## config.mk

```make
export PLATFORM = sky130hd
export DESIGN_NAME = fllcs_top
export DESIGN_NICKNAME = d
export VERILOG_FILES = /design/src/include/fllcs_pkg.sv /design/src/hdl/fllcs_sync2.sv /design/src/hdl/fllcs_pow2_div.sv /design/src/hdl/fllcs_top.sv
export VERILOG_INCLUDE_DIRS = /design/src /design/src/include
export SDC_FILE = /design/constraint.sdc
export NUM_CORES = 1
export LEC_CHECK = 0
export BUFFER_PORTS_ARGS = -buffer_cell sky130_fd_sc_hd__buf_4
export CAP_MARGIN = 10
export CORE_ASPECT_RATIO = 0.8
export CORE_MARGIN = 5
export CORE_UTILIZATION = 49
export CTS_CLUSTER_SIZE = 16
export DETAILED_ROUTE_END_ITERATION = 8
export PLACE_DENSITY_LB_ADDON = 0.3
export SETUP_SLACK_MARGIN = 0.02
export SYNTH_ARGS = -nofsm -noshare
export SYNTH_HDL_FRONTEND = slang
export SYNTH_SLANG_ARGS = --single-unit
```

## constraint.sdc

```tcl
create_clock -name core_clk -period 3.05 [get_ports core_clk]
set_input_delay 0.1525 -clock core_clk [delete_from_list [all_inputs] [get_ports core_clk]]
set_output_delay 0.1525 -clock core_clk [all_outputs]
set_load 0.01 [all_outputs]
```

## src/include/fllcs_cfg.svh

```systemverilog
// How it works
// - status bit 4 shows the reference source in use: 1 internal, 0 external
// - status bits 3-2 show active mode: loop output, bypass internal, bypass external
// - reference and mode status change only after a clock-domain synchronisation delay
// - status bit 1 sets after oscillator init cycles when requested and reference used
// - oscillator-ready clears when oscillator request clears, or external enable is off while no external-reference mode is active
// - bit 0 is finest trim: set lengthens internal reference period, clear shortens
// - source select 00 with reference select 1 is default loop-engaged internal mode
// - running loop locks output to 1024 times the divided reference frequency
// - source select 00 with reference select 0 runs loop locked to external reference
// - select 01, reference 1, debug or low-power 0: internal out, loop and debug clock run
// - select 01, reference 1, no debug, low-power 1: internal out, loop and debug clock off
// - select 10, reference 0, debug or low-power 0: external out, loop and debug clock run
// - select 10, reference 0, no debug, low-power 1: external out, loop and debug clock off
// - stop holds clocks static; internal ref output runs if enable and stop-enable set
// - in stop the external ref output runs only if enable and stop-enable both set
// - after reference change loop relocks after a few new divided reference cycles
// - output moves to new clock after a few of its cycles; absent clock keeps old one
// - bus divider writes take effect immediately without synchronisation
// - internal reference enable presents internal reference as an auxiliary clock output
// - larger coarse trim lengthens internal period; affects output in internal modes
// - coarse and fine trim keep their contents through reset
// - bus divider codes 00-11 divide by 1,2,4,8; resets to 01
// - reference divider divides by powers of two, code 000 by one; resets to 000
`ifndef FLLCS_CFG_SVH
`define FLLCS_CFG_SVH

// register byte offsets
`define FLLCS_OFS_CTRL1   4'h0
`define FLLCS_OFS_CTRL2   4'h4
`define FLLCS_OFS_TRIM    4'h8
`define FLLCS_OFS_STATUS  4'hc

// control 1 fields
`define FLLCS_C1_SRC_HI   7
`define FLLCS_C1_SRC_LO   6
`define FLLCS_C1_REFERENCE_DIVIDER_HI  5
`define FLLCS_C1_REFERENCE_DIVIDER_LO  3
`define FLLCS_C1_REFSEL   2
`define FLLCS_C1_IRCEN    1
`define FLLCS_C1_IRCSTEN  0
`define FLLCS_C1_RESET    8'h04

// control 2 fields
`define FLLCS_C2_BUS_DIVIDER_HI  7
`define FLLCS_C2_BUS_DIVIDER_LO  6
`define FLLCS_C2_LP       3
`define FLLCS_C2_OSCREQ   2
`define FLLCS_C2_ERCEN    1
`define FLLCS_C2_ERCSTEN  0
`define FLLCS_C2_RESET    8'h40

// status fields
`define FLLCS_ST_REFST    4
`define FLLCS_ST_MODE_HI  3
`define FLLCS_ST_MODE_LO  2
`define FLLCS_ST_OSCRDY   1
`define FLLCS_ST_FINE_TRIM_BIT    0

// timing counts
`define FLLCS_SWITCH_CYC  3'd4
`define FLLCS_LOCK_REFS   3'd4
`define FLLCS_IRC_BASE    10'd16
`define FLLCS_FLL_LOG2    10
`define FLLCS_OSC_INIT    4096

`endif

```

## src/include/fllcs_pkg.sv

```systemverilog
package fllcs_pkg;
   typedef enum logic [1:0] {
      FLLCS_MODE_LOOP,
      FLLCS_MODE_BYP_INT,
      FLLCS_MODE_BYP_EXT
   } fllcs_mode_e;
endpackage

```

## src/hdl/fllcs_sync2.sv

```systemverilog
`timescale 1ns/1ns
`default_nettype none
module fllcs_sync2 #(
   parameter int W = 1
) (
   // clock and reset
   input  wire logic         core_clk,
   input  wire logic         sys_rst,
   // data
   input  wire logic [W-1:0] async_in,
   output logic      [W-1:0] sync_out
);
   logic [W-1:0] meta_q;
   logic [W-1:0] meta_d;
   logic [W-1:0] sync_q;
   logic [W-1:0] sync_d;

   always_comb begin
      meta_d = async_in;
      sync_d = meta_q;
   end

   always_ff @(posedge core_clk) begin
      if (sys_rst) begin
         meta_q <= '0;
         sync_q <= '0;
      end else begin
         meta_q <= meta_d;
         sync_q <= sync_d;
      end
   end

   assign sync_out = sync_q;
endmodule // fllcs_sync2
`default_nettype wire

```

## src/hdl/fllcs_pow2_div.sv

```systemverilog
`timescale 1ns/1ns
`default_nettype none
module fllcs_pow2_div #(
   parameter int SW = 3
) (
   // clock and reset
   input  wire logic          core_clk,
   input  wire logic          sys_rst,
   // ticks
   input  wire logic          tick_in,
   input  wire logic [SW-1:0] log2_sel,
   output logic               tick_out
);
   localparam int CW = (1 << SW) - 1;

   logic [CW-1:0] cnt_q;
   logic [CW-1:0] cnt_d;
   logic [CW-1:0] mask;

   // mask compare, not reload, so a new ratio acts on the very next tick
   always_comb begin
      mask     = CW'(({{CW{1'b0}}, 1'b1} << log2_sel) - 1'b1);
      tick_out = tick_in && ((cnt_q & mask) == mask);
      cnt_d    = tick_in ? cnt_q + 1'b1 : cnt_q;
   end

   always_ff @(posedge core_clk) begin
      if (sys_rst) begin
         cnt_q <= '0;
      end else begin
         cnt_q <= cnt_d;
      end
   end
endmodule // fllcs_pow2_div
`default_nettype wire

```

## src/hdl/fllcs_top.sv

```systemverilog
`timescale 1ns/1ns
`default_nettype none
`include "fllcs_cfg.svh"
module fllcs_top
   import fllcs_pkg::*;
#(
   parameter int OSC_INIT_EDGES = `FLLCS_OSC_INIT
) (
   // clock and reset
   input  wire logic        core_clk,
   input  wire logic        sys_rst,
   // register bus
   input  wire logic [3:0]  avs_address,
   input  wire logic        avs_read,
   input  wire logic        avs_write,
   input  wire logic [31:0] avs_writedata,
   output logic      [31:0] avs_readdata,
   output logic             avs_waitrequest,
   // external reference pin
   input  wire logic        ext_ref_pin,
   // chip state
   input  wire logic        stop_mode,
   input  wire logic        debug_mode,
   // clock outputs
   output logic             main_clock_out,
   output logic             bus_clock_out,
   output logic             debug_link_clock,
   output logic             int_ref_clock_out,
   output logic             ext_ref_clock_out,
   output logic             fll_locked
);
   // registers
   logic [7:0]  ctl1_q, ctl1_d;
   logic [7:0]  ctl2_q, ctl2_d;
   logic [7:0]  trim_register_q, trim_register_d;
   logic        fine_trim_bit_q, fine_trim_bit_d;
   logic        wait_q, wait_d;
   logic [31:0] rdata_q, rdata_d;
   logic        bus_req;
   logic [2:0]  st_sync;

   // fields
   logic [1:0]  clock_source_select;
   logic [2:0]  reference_divider;
   logic        reference_select;
   logic        int_ref_out_enable;
   logic        int_ref_stop_enable;
   logic [1:0]  bus_divider;
   logic        low_power_bit;
   logic        oscillator_request;
   logic        ext_ref_out_enable;
   logic        ext_ref_stop_enable;

   always_comb begin
      clock_source_select = ctl1_q[`FLLCS_C1_SRC_HI:`FLLCS_C1_SRC_LO];
      reference_divider   = ctl1_q[`FLLCS_C1_REFERENCE_DIVIDER_HI:`FLLCS_C1_REFERENCE_DIVIDER_LO];
      reference_select    = ctl1_q[`FLLCS_C1_REFSEL];
      int_ref_out_enable  = ctl1_q[`FLLCS_C1_IRCEN];
      int_ref_stop_enable = ctl1_q[`FLLCS_C1_IRCSTEN];
      bus_divider         = ctl2_q[`FLLCS_C2_BUS_DIVIDER_HI:`FLLCS_C2_BUS_DIVIDER_LO];
      low_power_bit       = ctl2_q[`FLLCS_C2_LP];
      oscillator_request  = ctl2_q[`FLLCS_C2_OSCREQ];
      ext_ref_out_enable  = ctl2_q[`FLLCS_C2_ERCEN];
      ext_ref_stop_enable = ctl2_q[`FLLCS_C2_ERCSTEN];
   end

   // internal reference oscillator model, half period in core cycles
   logic [9:0] irc_cnt_q, irc_cnt_d;
   logic [9:0] irc_half;
   logic       irc_tick;

   always_comb begin
      irc_half  = `FLLCS_IRC_BASE + {1'b0, trim_register_q, fine_trim_bit_q};
      irc_tick  = (irc_cnt_q >= irc_half);
      irc_cnt_d = irc_tick ? 10'h000 : irc_cnt_q + 10'h001;
   end

   // external reference, synchronised pin then edge
   logic ext_s;
   logic ext_prev_q;
   logic ext_tick;

   fllcs_sync2 #(.W(1)) u_ext_sync (
      .core_clk (core_clk),
      .sys_rst  (sys_rst),
      .async_in (ext_ref_pin),
      .sync_out (ext_s)
   );

   assign ext_tick = ext_s && !ext_prev_q;

   // reference source switch
   logic       ref_source_q, ref_source_d;
   logic [2:0] rsw_cnt_q, rsw_cnt_d;
   logic       rsw_tick;

   always_comb begin
      rsw_tick     = reference_select ? irc_tick : ext_tick;
      ref_source_d = ref_source_q;
      rsw_cnt_d    = 3'h0;
      if (reference_select != ref_source_q) begin
         // switch after a few edges of the new reference
         rsw_cnt_d = rsw_tick ? rsw_cnt_q + 3'h1 : rsw_cnt_q;
         if (rsw_tick && rsw_cnt_q == `FLLCS_SWITCH_CYC - 3'h1) begin
            ref_source_d = reference_select;
            rsw_cnt_d    = 3'h0;
         end
      end
   end

   // clock mode switch
   fllcs_mode_e clk_mode_q, clk_mode_d;
   fllcs_mode_e target_mode;
   logic [2:0]  csw_cnt_q, csw_cnt_d;
   logic        fll_tick;
   logic        target_tick;
   logic        fll_en;

   always_comb begin
      unique case (clock_source_select)
         2'b01:   target_mode = FLLCS_MODE_BYP_INT;
         2'b10:   target_mode = FLLCS_MODE_BYP_EXT;
         default: target_mode = FLLCS_MODE_LOOP;
      endcase
      unique case (target_mode)
         FLLCS_MODE_BYP_INT: target_tick = irc_tick;
         FLLCS_MODE_BYP_EXT: target_tick = ext_tick;
         default:            target_tick = fll_tick;
      endcase
      clk_mode_d = clk_mode_q;
      csw_cnt_d  = 3'h0;
      // a clock that never ticks keeps the old one selected
      if (target_mode != clk_mode_q) begin
         csw_cnt_d = target_tick ? csw_cnt_q + 3'h1 : csw_cnt_q;
         if (target_tick && csw_cnt_q == `FLLCS_SWITCH_CYC - 3'h1) begin
            clk_mode_d = target_mode;
            csw_cnt_d  = 3'h0;
         end
      end
   end

   // loop stays off only if both current and wanted modes are low-power bypass
   always_comb begin
      fll_en = !(clk_mode_q != FLLCS_MODE_LOOP && target_mode != FLLCS_MODE_LOOP
                 && low_power_bit && !debug_mode);
   end

   // divided loop reference
   logic dref_tick;

   fllcs_pow2_div #(.SW(3)) u_ref_div (
      .core_clk (core_clk),
      .sys_rst  (sys_rst),
      .tick_in  (ref_source_q ? irc_tick : ext_tick),
      .log2_sel (reference_divider),
      .tick_out (dref_tick)
   );

   // loop model: measure divided ref period, output period is 1/1024 of it
   logic [15:0] per_cnt_q, per_cnt_d;
   logic [15:0] per_q, per_d;
   logic [2:0]  lock_cnt_q, lock_cnt_d;
   logic        lock_q, lock_d;
   logic        lock_ref_q;
   logic [5:0]  fll_step;
   logic [5:0]  fll_cnt_q, fll_cnt_d;

   always_comb begin
      per_cnt_d  = dref_tick ? 16'h0000 : per_cnt_q + 16'h0001;
      per_d      = dref_tick ? per_cnt_q : per_q;
      lock_cnt_d = lock_cnt_q;
      lock_d     = lock_q;
      if (!fll_en || ref_source_q != lock_ref_q) begin
         lock_cnt_d = 3'h0;
         lock_d     = 1'b0;
      end else if (dref_tick && !lock_q) begin
         lock_cnt_d = lock_cnt_q + 3'h1;
         lock_d     = (lock_cnt_q == `FLLCS_LOCK_REFS - 3'h1);
      end
      // fastest modelled output is one tick per core cycle
      fll_step  = per_q[`FLLCS_FLL_LOG2 +: 6];
      fll_tick  = fll_en && lock_q && (fll_step == 6'h00 || fll_cnt_q >= fll_step - 6'h01);
      fll_cnt_d = (fll_tick || !fll_en) ? 6'h00 : fll_cnt_q + 6'h01;
   end

   // oscillator start-up
   logic [12:0] osc_cnt_q, osc_cnt_d;
   logic        osc_rdy_q, osc_rdy_d;
   logic        ext_in_use;

   always_comb begin
      ext_in_use = clk_mode_q == FLLCS_MODE_BYP_EXT
                   || (clk_mode_q == FLLCS_MODE_LOOP && !ref_source_q);
      osc_cnt_d  = osc_cnt_q;
      osc_rdy_d  = osc_rdy_q;
      // an external-reference mode keeps the flag alive with the output enable off
      if (!oscillator_request || !(ext_ref_out_enable || ext_in_use)) begin
         osc_cnt_d = 13'h0000;
         osc_rdy_d = 1'b0;
      end else if (!osc_rdy_q && ext_tick) begin
         osc_cnt_d = osc_cnt_q + 13'h0001;
         if (osc_cnt_q == 13'(OSC_INIT_EDGES - 1)) begin
            osc_rdy_d = 1'b1;
         end
      end
   end

   // selected clock and bus divider
   logic sel_tick;
   logic bus_tick;

   always_comb begin
      unique case (clk_mode_q)
         FLLCS_MODE_BYP_INT: sel_tick = irc_tick;
         FLLCS_MODE_BYP_EXT: sel_tick = ext_tick;
         default:            sel_tick = fll_tick;
      endcase
   end

   fllcs_pow2_div #(.SW(2)) u_bus_div (
      .core_clk (core_clk),
      .sys_rst  (sys_rst),
      .tick_in  (sel_tick),
      .log2_sel (bus_divider),
      .tick_out (bus_tick)
   );

   // clock outputs
   logic main_q, main_d;
   logic bus_q, bus_d;
   logic dbg_q, dbg_d;
   logic irc_out_q, irc_out_d;
   logic erc_out_q, erc_out_d;

   always_comb begin
      main_d    = (sel_tick && !stop_mode) ? !main_q : main_q;
      bus_d     = (bus_tick && !stop_mode) ? !bus_q : bus_q;
      dbg_d     = (fll_tick && !stop_mode) ? !dbg_q : dbg_q;
      irc_out_d = irc_out_q;
      if (int_ref_out_enable && (!stop_mode || int_ref_stop_enable) && irc_tick) begin
         irc_out_d = !irc_out_q;
      end
      erc_out_d = erc_out_q;
      if (ext_ref_out_enable && (!stop_mode || ext_ref_stop_enable)) begin
         erc_out_d = ext_s;
      end
   end

   // reference and mode status cross two stages before reads
   fllcs_sync2 #(.W(3)) u_st_sync (
      .core_clk (core_clk),
      .sys_rst  (sys_rst),
      .async_in ({ref_source_q, clk_mode_q}),
      .sync_out (st_sync)
   );

   // bus slave: one wait cycle, read data ready when waitrequest drops
   logic [7:0] rsel;

   always_comb begin
      bus_req         = avs_read || avs_write;
      wait_d          = !(bus_req && wait_q);
      ctl1_d          = ctl1_q;
      ctl2_d          = ctl2_q;
      trim_register_d = trim_register_q;
      fine_trim_bit_d = fine_trim_bit_q;
      unique case (avs_address)
         `FLLCS_OFS_CTRL1:  rsel = ctl1_q;
         `FLLCS_OFS_CTRL2:  rsel = ctl2_q;
         `FLLCS_OFS_TRIM:   rsel = trim_register_q;
         `FLLCS_OFS_STATUS: rsel = {3'h0, st_sync, osc_rdy_q, fine_trim_bit_q};
         default:           rsel = 8'h00;
      endcase
      rdata_d = (avs_read && wait_q) ? {24'h000000, rsel} : rdata_q;
      if (avs_write && !wait_q) begin
         unique case (avs_address)
            `FLLCS_OFS_CTRL1:  ctl1_d = avs_writedata[7:0];
            `FLLCS_OFS_CTRL2:  ctl2_d = avs_writedata[7:0];
            `FLLCS_OFS_TRIM:   trim_register_d = avs_writedata[7:0];
            `FLLCS_OFS_STATUS: fine_trim_bit_d = avs_writedata[`FLLCS_ST_FINE_TRIM_BIT];
            default:           ;
         endcase
      end
   end

   // trim state sits outside the reset branch so it survives any reset
   always_ff @(posedge core_clk) begin
      trim_register_q <= trim_register_d;
      fine_trim_bit_q <= fine_trim_bit_d;
   end

   always_ff @(posedge core_clk) begin
      if (sys_rst) begin
         ctl1_q       <= `FLLCS_C1_RESET;
         ctl2_q       <= `FLLCS_C2_RESET;
         wait_q       <= 1'b1;
         rdata_q      <= 32'h00000000;
         irc_cnt_q    <= 10'h000;
         ext_prev_q   <= 1'b0;
         ref_source_q <= 1'b1;
         rsw_cnt_q    <= 3'h0;
         clk_mode_q   <= FLLCS_MODE_LOOP;
         csw_cnt_q    <= 3'h0;
         per_cnt_q    <= 16'h0000;
         per_q        <= 16'h0000;
         lock_cnt_q   <= 3'h0;
         lock_q       <= 1'b0;
         lock_ref_q   <= 1'b1;
         fll_cnt_q    <= 6'h00;
         osc_cnt_q    <= 13'h0000;
         osc_rdy_q    <= 1'b0;
         main_q       <= 1'b0;
         bus_q        <= 1'b0;
         dbg_q        <= 1'b0;
         irc_out_q    <= 1'b0;
         erc_out_q    <= 1'b0;
      end else begin
         ctl1_q       <= ctl1_d;
         ctl2_q       <= ctl2_d;
         wait_q       <= wait_d;
         rdata_q      <= rdata_d;
         irc_cnt_q    <= irc_cnt_d;
         ext_prev_q   <= ext_s;
         ref_source_q <= ref_source_d;
         rsw_cnt_q    <= rsw_cnt_d;
         clk_mode_q   <= clk_mode_d;
         csw_cnt_q    <= csw_cnt_d;
         per_cnt_q    <= per_cnt_d;
         per_q        <= per_d;
         lock_cnt_q   <= lock_cnt_d;
         lock_q       <= lock_d;
         lock_ref_q   <= ref_source_q;
         fll_cnt_q    <= fll_cnt_d;
         osc_cnt_q    <= osc_cnt_d;
         osc_rdy_q    <= osc_rdy_d;
         main_q       <= main_d;
         bus_q        <= bus_d;
         dbg_q        <= dbg_d;
         irc_out_q    <= irc_out_d;
         erc_out_q    <= erc_out_d;
      end
   end

   assign avs_readdata      = rdata_q;
   assign avs_waitrequest   = wait_q;
   assign main_clock_out    = main_q;
   assign bus_clock_out     = bus_q;
   assign debug_link_clock  = dbg_q;
   assign int_ref_clock_out = irc_out_q;
   assign ext_ref_clock_out = erc_out_q;
   assign fll_locked        = lock_q;
endmodule // fllcs_top
`default_nettype wire

```

==> results.py <==
metrics = {
    "die": {
        "die_height_um": 109.5,
        "fp.coreArea_sq_um": 12160,
        "io_pins": 82,
        "start_util": 0.4987,
        "die_w_um": 134.4,
        "dieArea_sq_um": 14720,
        "num_rows": 36,
    },
    "placed_design": {
        "port_buffers": 33,
        "placed_cells": 832,
        "preCtsSetupSlack_ps": 148.5,
        "gp_congestion": 0.8779,
        "dp_hpwl_um": 9293,
    },
    "drt": {
        "postRouteWirelength_um": 13120,
        "wl_per_cell_um": 15.00,
        "drt-initial-drc-count": 282,
        "vias_per_cell": 5.381,
        "vias": 4708,
        "drc_errors": 0,
        "drtAntennaViolNets": 0,
        "drt_first_pass_iters": 5,
    },
    "finish": {
        "layout.cells.non_filler": 875,
        "drive_above_1_share": 0.1286,
        "nFillCells": 1041,
        "nets": 789,
        "num_antenna_cells": 0,
        "syn2layout_area_growth_pct": 17.52,
    },
    "timing": {
        "skew_ps": 9.521,
        "drv_slew": 0,
        "finalCritPeriodShare": 0.9256,
        "setup_violations": 0,
        "fin_setup_tns_ps": 0,
        "fin_ws_ps": 226.8,
        "worstMarginPinSlew_ps": 852.7,
        "fin_crit_ps": 2823,
        "rsz0062_at_grt": "false",
        "finalHoldViolCount": 0,
        "max_freq_ghz": 0.3542,
        "slew_headroom": 0.4271,
    },
    "synthesis": {
        "syn_area_per_cell_sq_um": 9.245,
        "synth_async_sr_flop_share": 0,
        "yosysWarnings": 0,
        "synth_cells": 656,
        "yosysSeqAreaShare": 0.4242,
        "synth_top_area_cell": "dfxtp_1",
        "yosys-top-cells-area": "dfxtp_1 38%, ha_1 7.4%, nor2_1 5.6%",
        "synth_edf_count": 9,
        "ys_ff_latch": 124,
        "synth_flop_cell": "dfxtp_1",
        "yosysMostFrequentCell": "dfxtp_1",
        "netlist_top_cells_count": "115 x dfxtp_1, 91 x nor2_1, 36 x ha_1",
        "synth_cell_types": 64,
        "synth.top_cell.area_share": 0.3796,
        "syn_area_sq_um": 6065,
    },
    "pwr": {
        "leakage_nw": 2.851,
        "ir_drop_mv": 0.4178,
        "power-per-cell-area_nw_per_um2": 549.1,
    },
    "critical_path": {
        "crit_fanout": 3,
        "cp-start-kind": "flip-flop",
        "cp-end-kind": "flip-flop",
        "worstPathArrival_ps": 3120,
        "cp.required_ps": 3350,
        "crit_type": "reg -> reg",
        "reg2reg_slack_ps": 230,
    },
    "clocking": {
        "clockBufferDepth": 2,
        "htreeDepth": 4,
        "worstSkewPairLatency_ps": 410,
        "clkSinkCount": 124,
        "tritoncts": "yes",
        "cts_root_buffer": "clkbuf_16",
        "cts_inserted_buffers": 17,
        "path_clk_slew_ps": 60,
    },
    "grt": {
        "antenna_found_initial": 0,
        "grt_max_degree": 60,
        "overflow": 0,
        "grt_first_pass_wirelength_um": 22180,
        "grt_usage": 0.1889,
        "grt_pass1_vias": 4662,
    },
    "outcome": {
        "outcome": "complete, no violations",
    },
    "worst_hold_path": {
        "hp-class": "in -> reg",
    },
    "flow_run": {
        "cap_viol_max_count": 0,
    },
}
per-layer routing:
metal,track usage,share of wire,vias up
met5,0,0,-
met4,0.04724,0.0059,0
met2,0.3088,0.46,115
met3,0.05535,0.050,10
met1,0.2483,0.49,2228
li1,-,-,2355
layout by cell type (no fill, tap or decap), types with 8 or more instances in the layout:
master	n
dfxtp_1	115
nor2_1	91
buf_4	42
ha_1	36
nand2_1	34
a21oi_1	33
o21ai_0	32
nand3_1	29
inv_1	28
xnor2_1	27
conb_1	24
mux2i_1	23
xor2_1	22
nor2b_1	17
clkbuf_16	17
or3_1	11
dlygate4sd3_1	11
and3_1	9
nand4_1	9
edfxtp_1	9
a22oi_1	8
repair_timing:
item	4_1_cts	5_1_grt
gates resized for setup	0	2
hold buffers	11	0
endpoints found under the hold margin	21	0
setup buffers	0	0
endpoints found under the setup margin	0	17
cell type report:
class	count	area, sq um	share of cell area
multi-input cells	486	3222	0.4521
well taps	152	190.2	0.02669
clock buffers	17	425.4	0.05969
clock inverters	15	186.4	0.02616
repair buffers	53	425.4	0.05969
inverters	28	105.1	0.01475
flip-flops and latches	124	2572	0.3610
flip-flops by register name (all words and copies together) (netlist names), 2 cells and up:
signal	count
csw_cnt_q	3
avs_readdata	8
irc_cnt_q	10
u_st_sync.sync_out	3
clk_mode_q	2
lock_cnt_q	3
ctl2_q	8
trim_register_q	8
u_ref_div.cnt_q	7
rsw_cnt_q	3
u_bus_div.cnt_q	3
u_st_sync.meta_q	3
ctl1_q	8
fll_cnt_q	6
per_q	6
per_cnt_q	16
osc_cnt_q	13
critical path: stages, from the launching register on:
cell and delay (ps):
dfxtp_1 320, nor3_1 290, nor3b_1 310, xnor2_1 170
ha_1 270, a221o_1 350, a32oi_1 330, a221oi_1 200
nand2_1 140, mux2_2 340
power by group:
group / internal (mW) / switching (mW) / leakage, nW
logic: 0.0649 / 0.0934 / 1.54
registers: 1.66 / 0.0156 / 1.01
clock network: 1.30 / 0.786 / 0.299
cell families (layout without fill, tap and decap cells):
logic type,Yosys count,in the layout,synth area share
multiplexers,32,32,0.06458
adder cells (fa/ha/maj),36,36,0.07427
AO/OA/AOI/OAI,107,107,0.1085
XOR/XNOR,49,49,0.07077
other,1,24,0.0006183
buffers and inverters,69,113,0.06024
flip-flops,124,124,0.4242
AND/OR/NAND/NOR,238,238,0.1968
metrics by stage:
| step | util | power, mW | hold WS (ps) | instance area, sq um |
|---|---|---|---|---|
| CTS | 0.5853 | 3.947 | 83.78 | 7118 |
| global route | 0.5860 | 4.049 | 98.43 | 7127 |
| floorplan | - | 1.817 | 251.4 | 6151 |
| finish | 0.5860 | 3.913 | 96.86 | 7127 |
| global placement | 0.5259 | 1.845 | 355.4 | 6396 |
| detailed placement | 0.5259 | 1.851 | 355.8 | 6396 |
final timing paths:
check,to,from,cells past startpoint
min,main_clock_out$_SDFFE_PP0P_,stop_mode,3
max,clk_mode_q[1]$_SDFFE_PP0P_,per_q[10]$_SDFFE_PP0P_,9
max reg2reg,clk_mode_q[1]$_SDFFE_PP0P_,per_q[10]$_SDFFE_PP0P_,9
min reg2reg,u_st_sync.sync_out[2]$_SDFF_PP0_,u_st_sync.meta_q[2]$_SDFF_PP0_,1
Note: power is estimated with default switching activity, not from simulation.
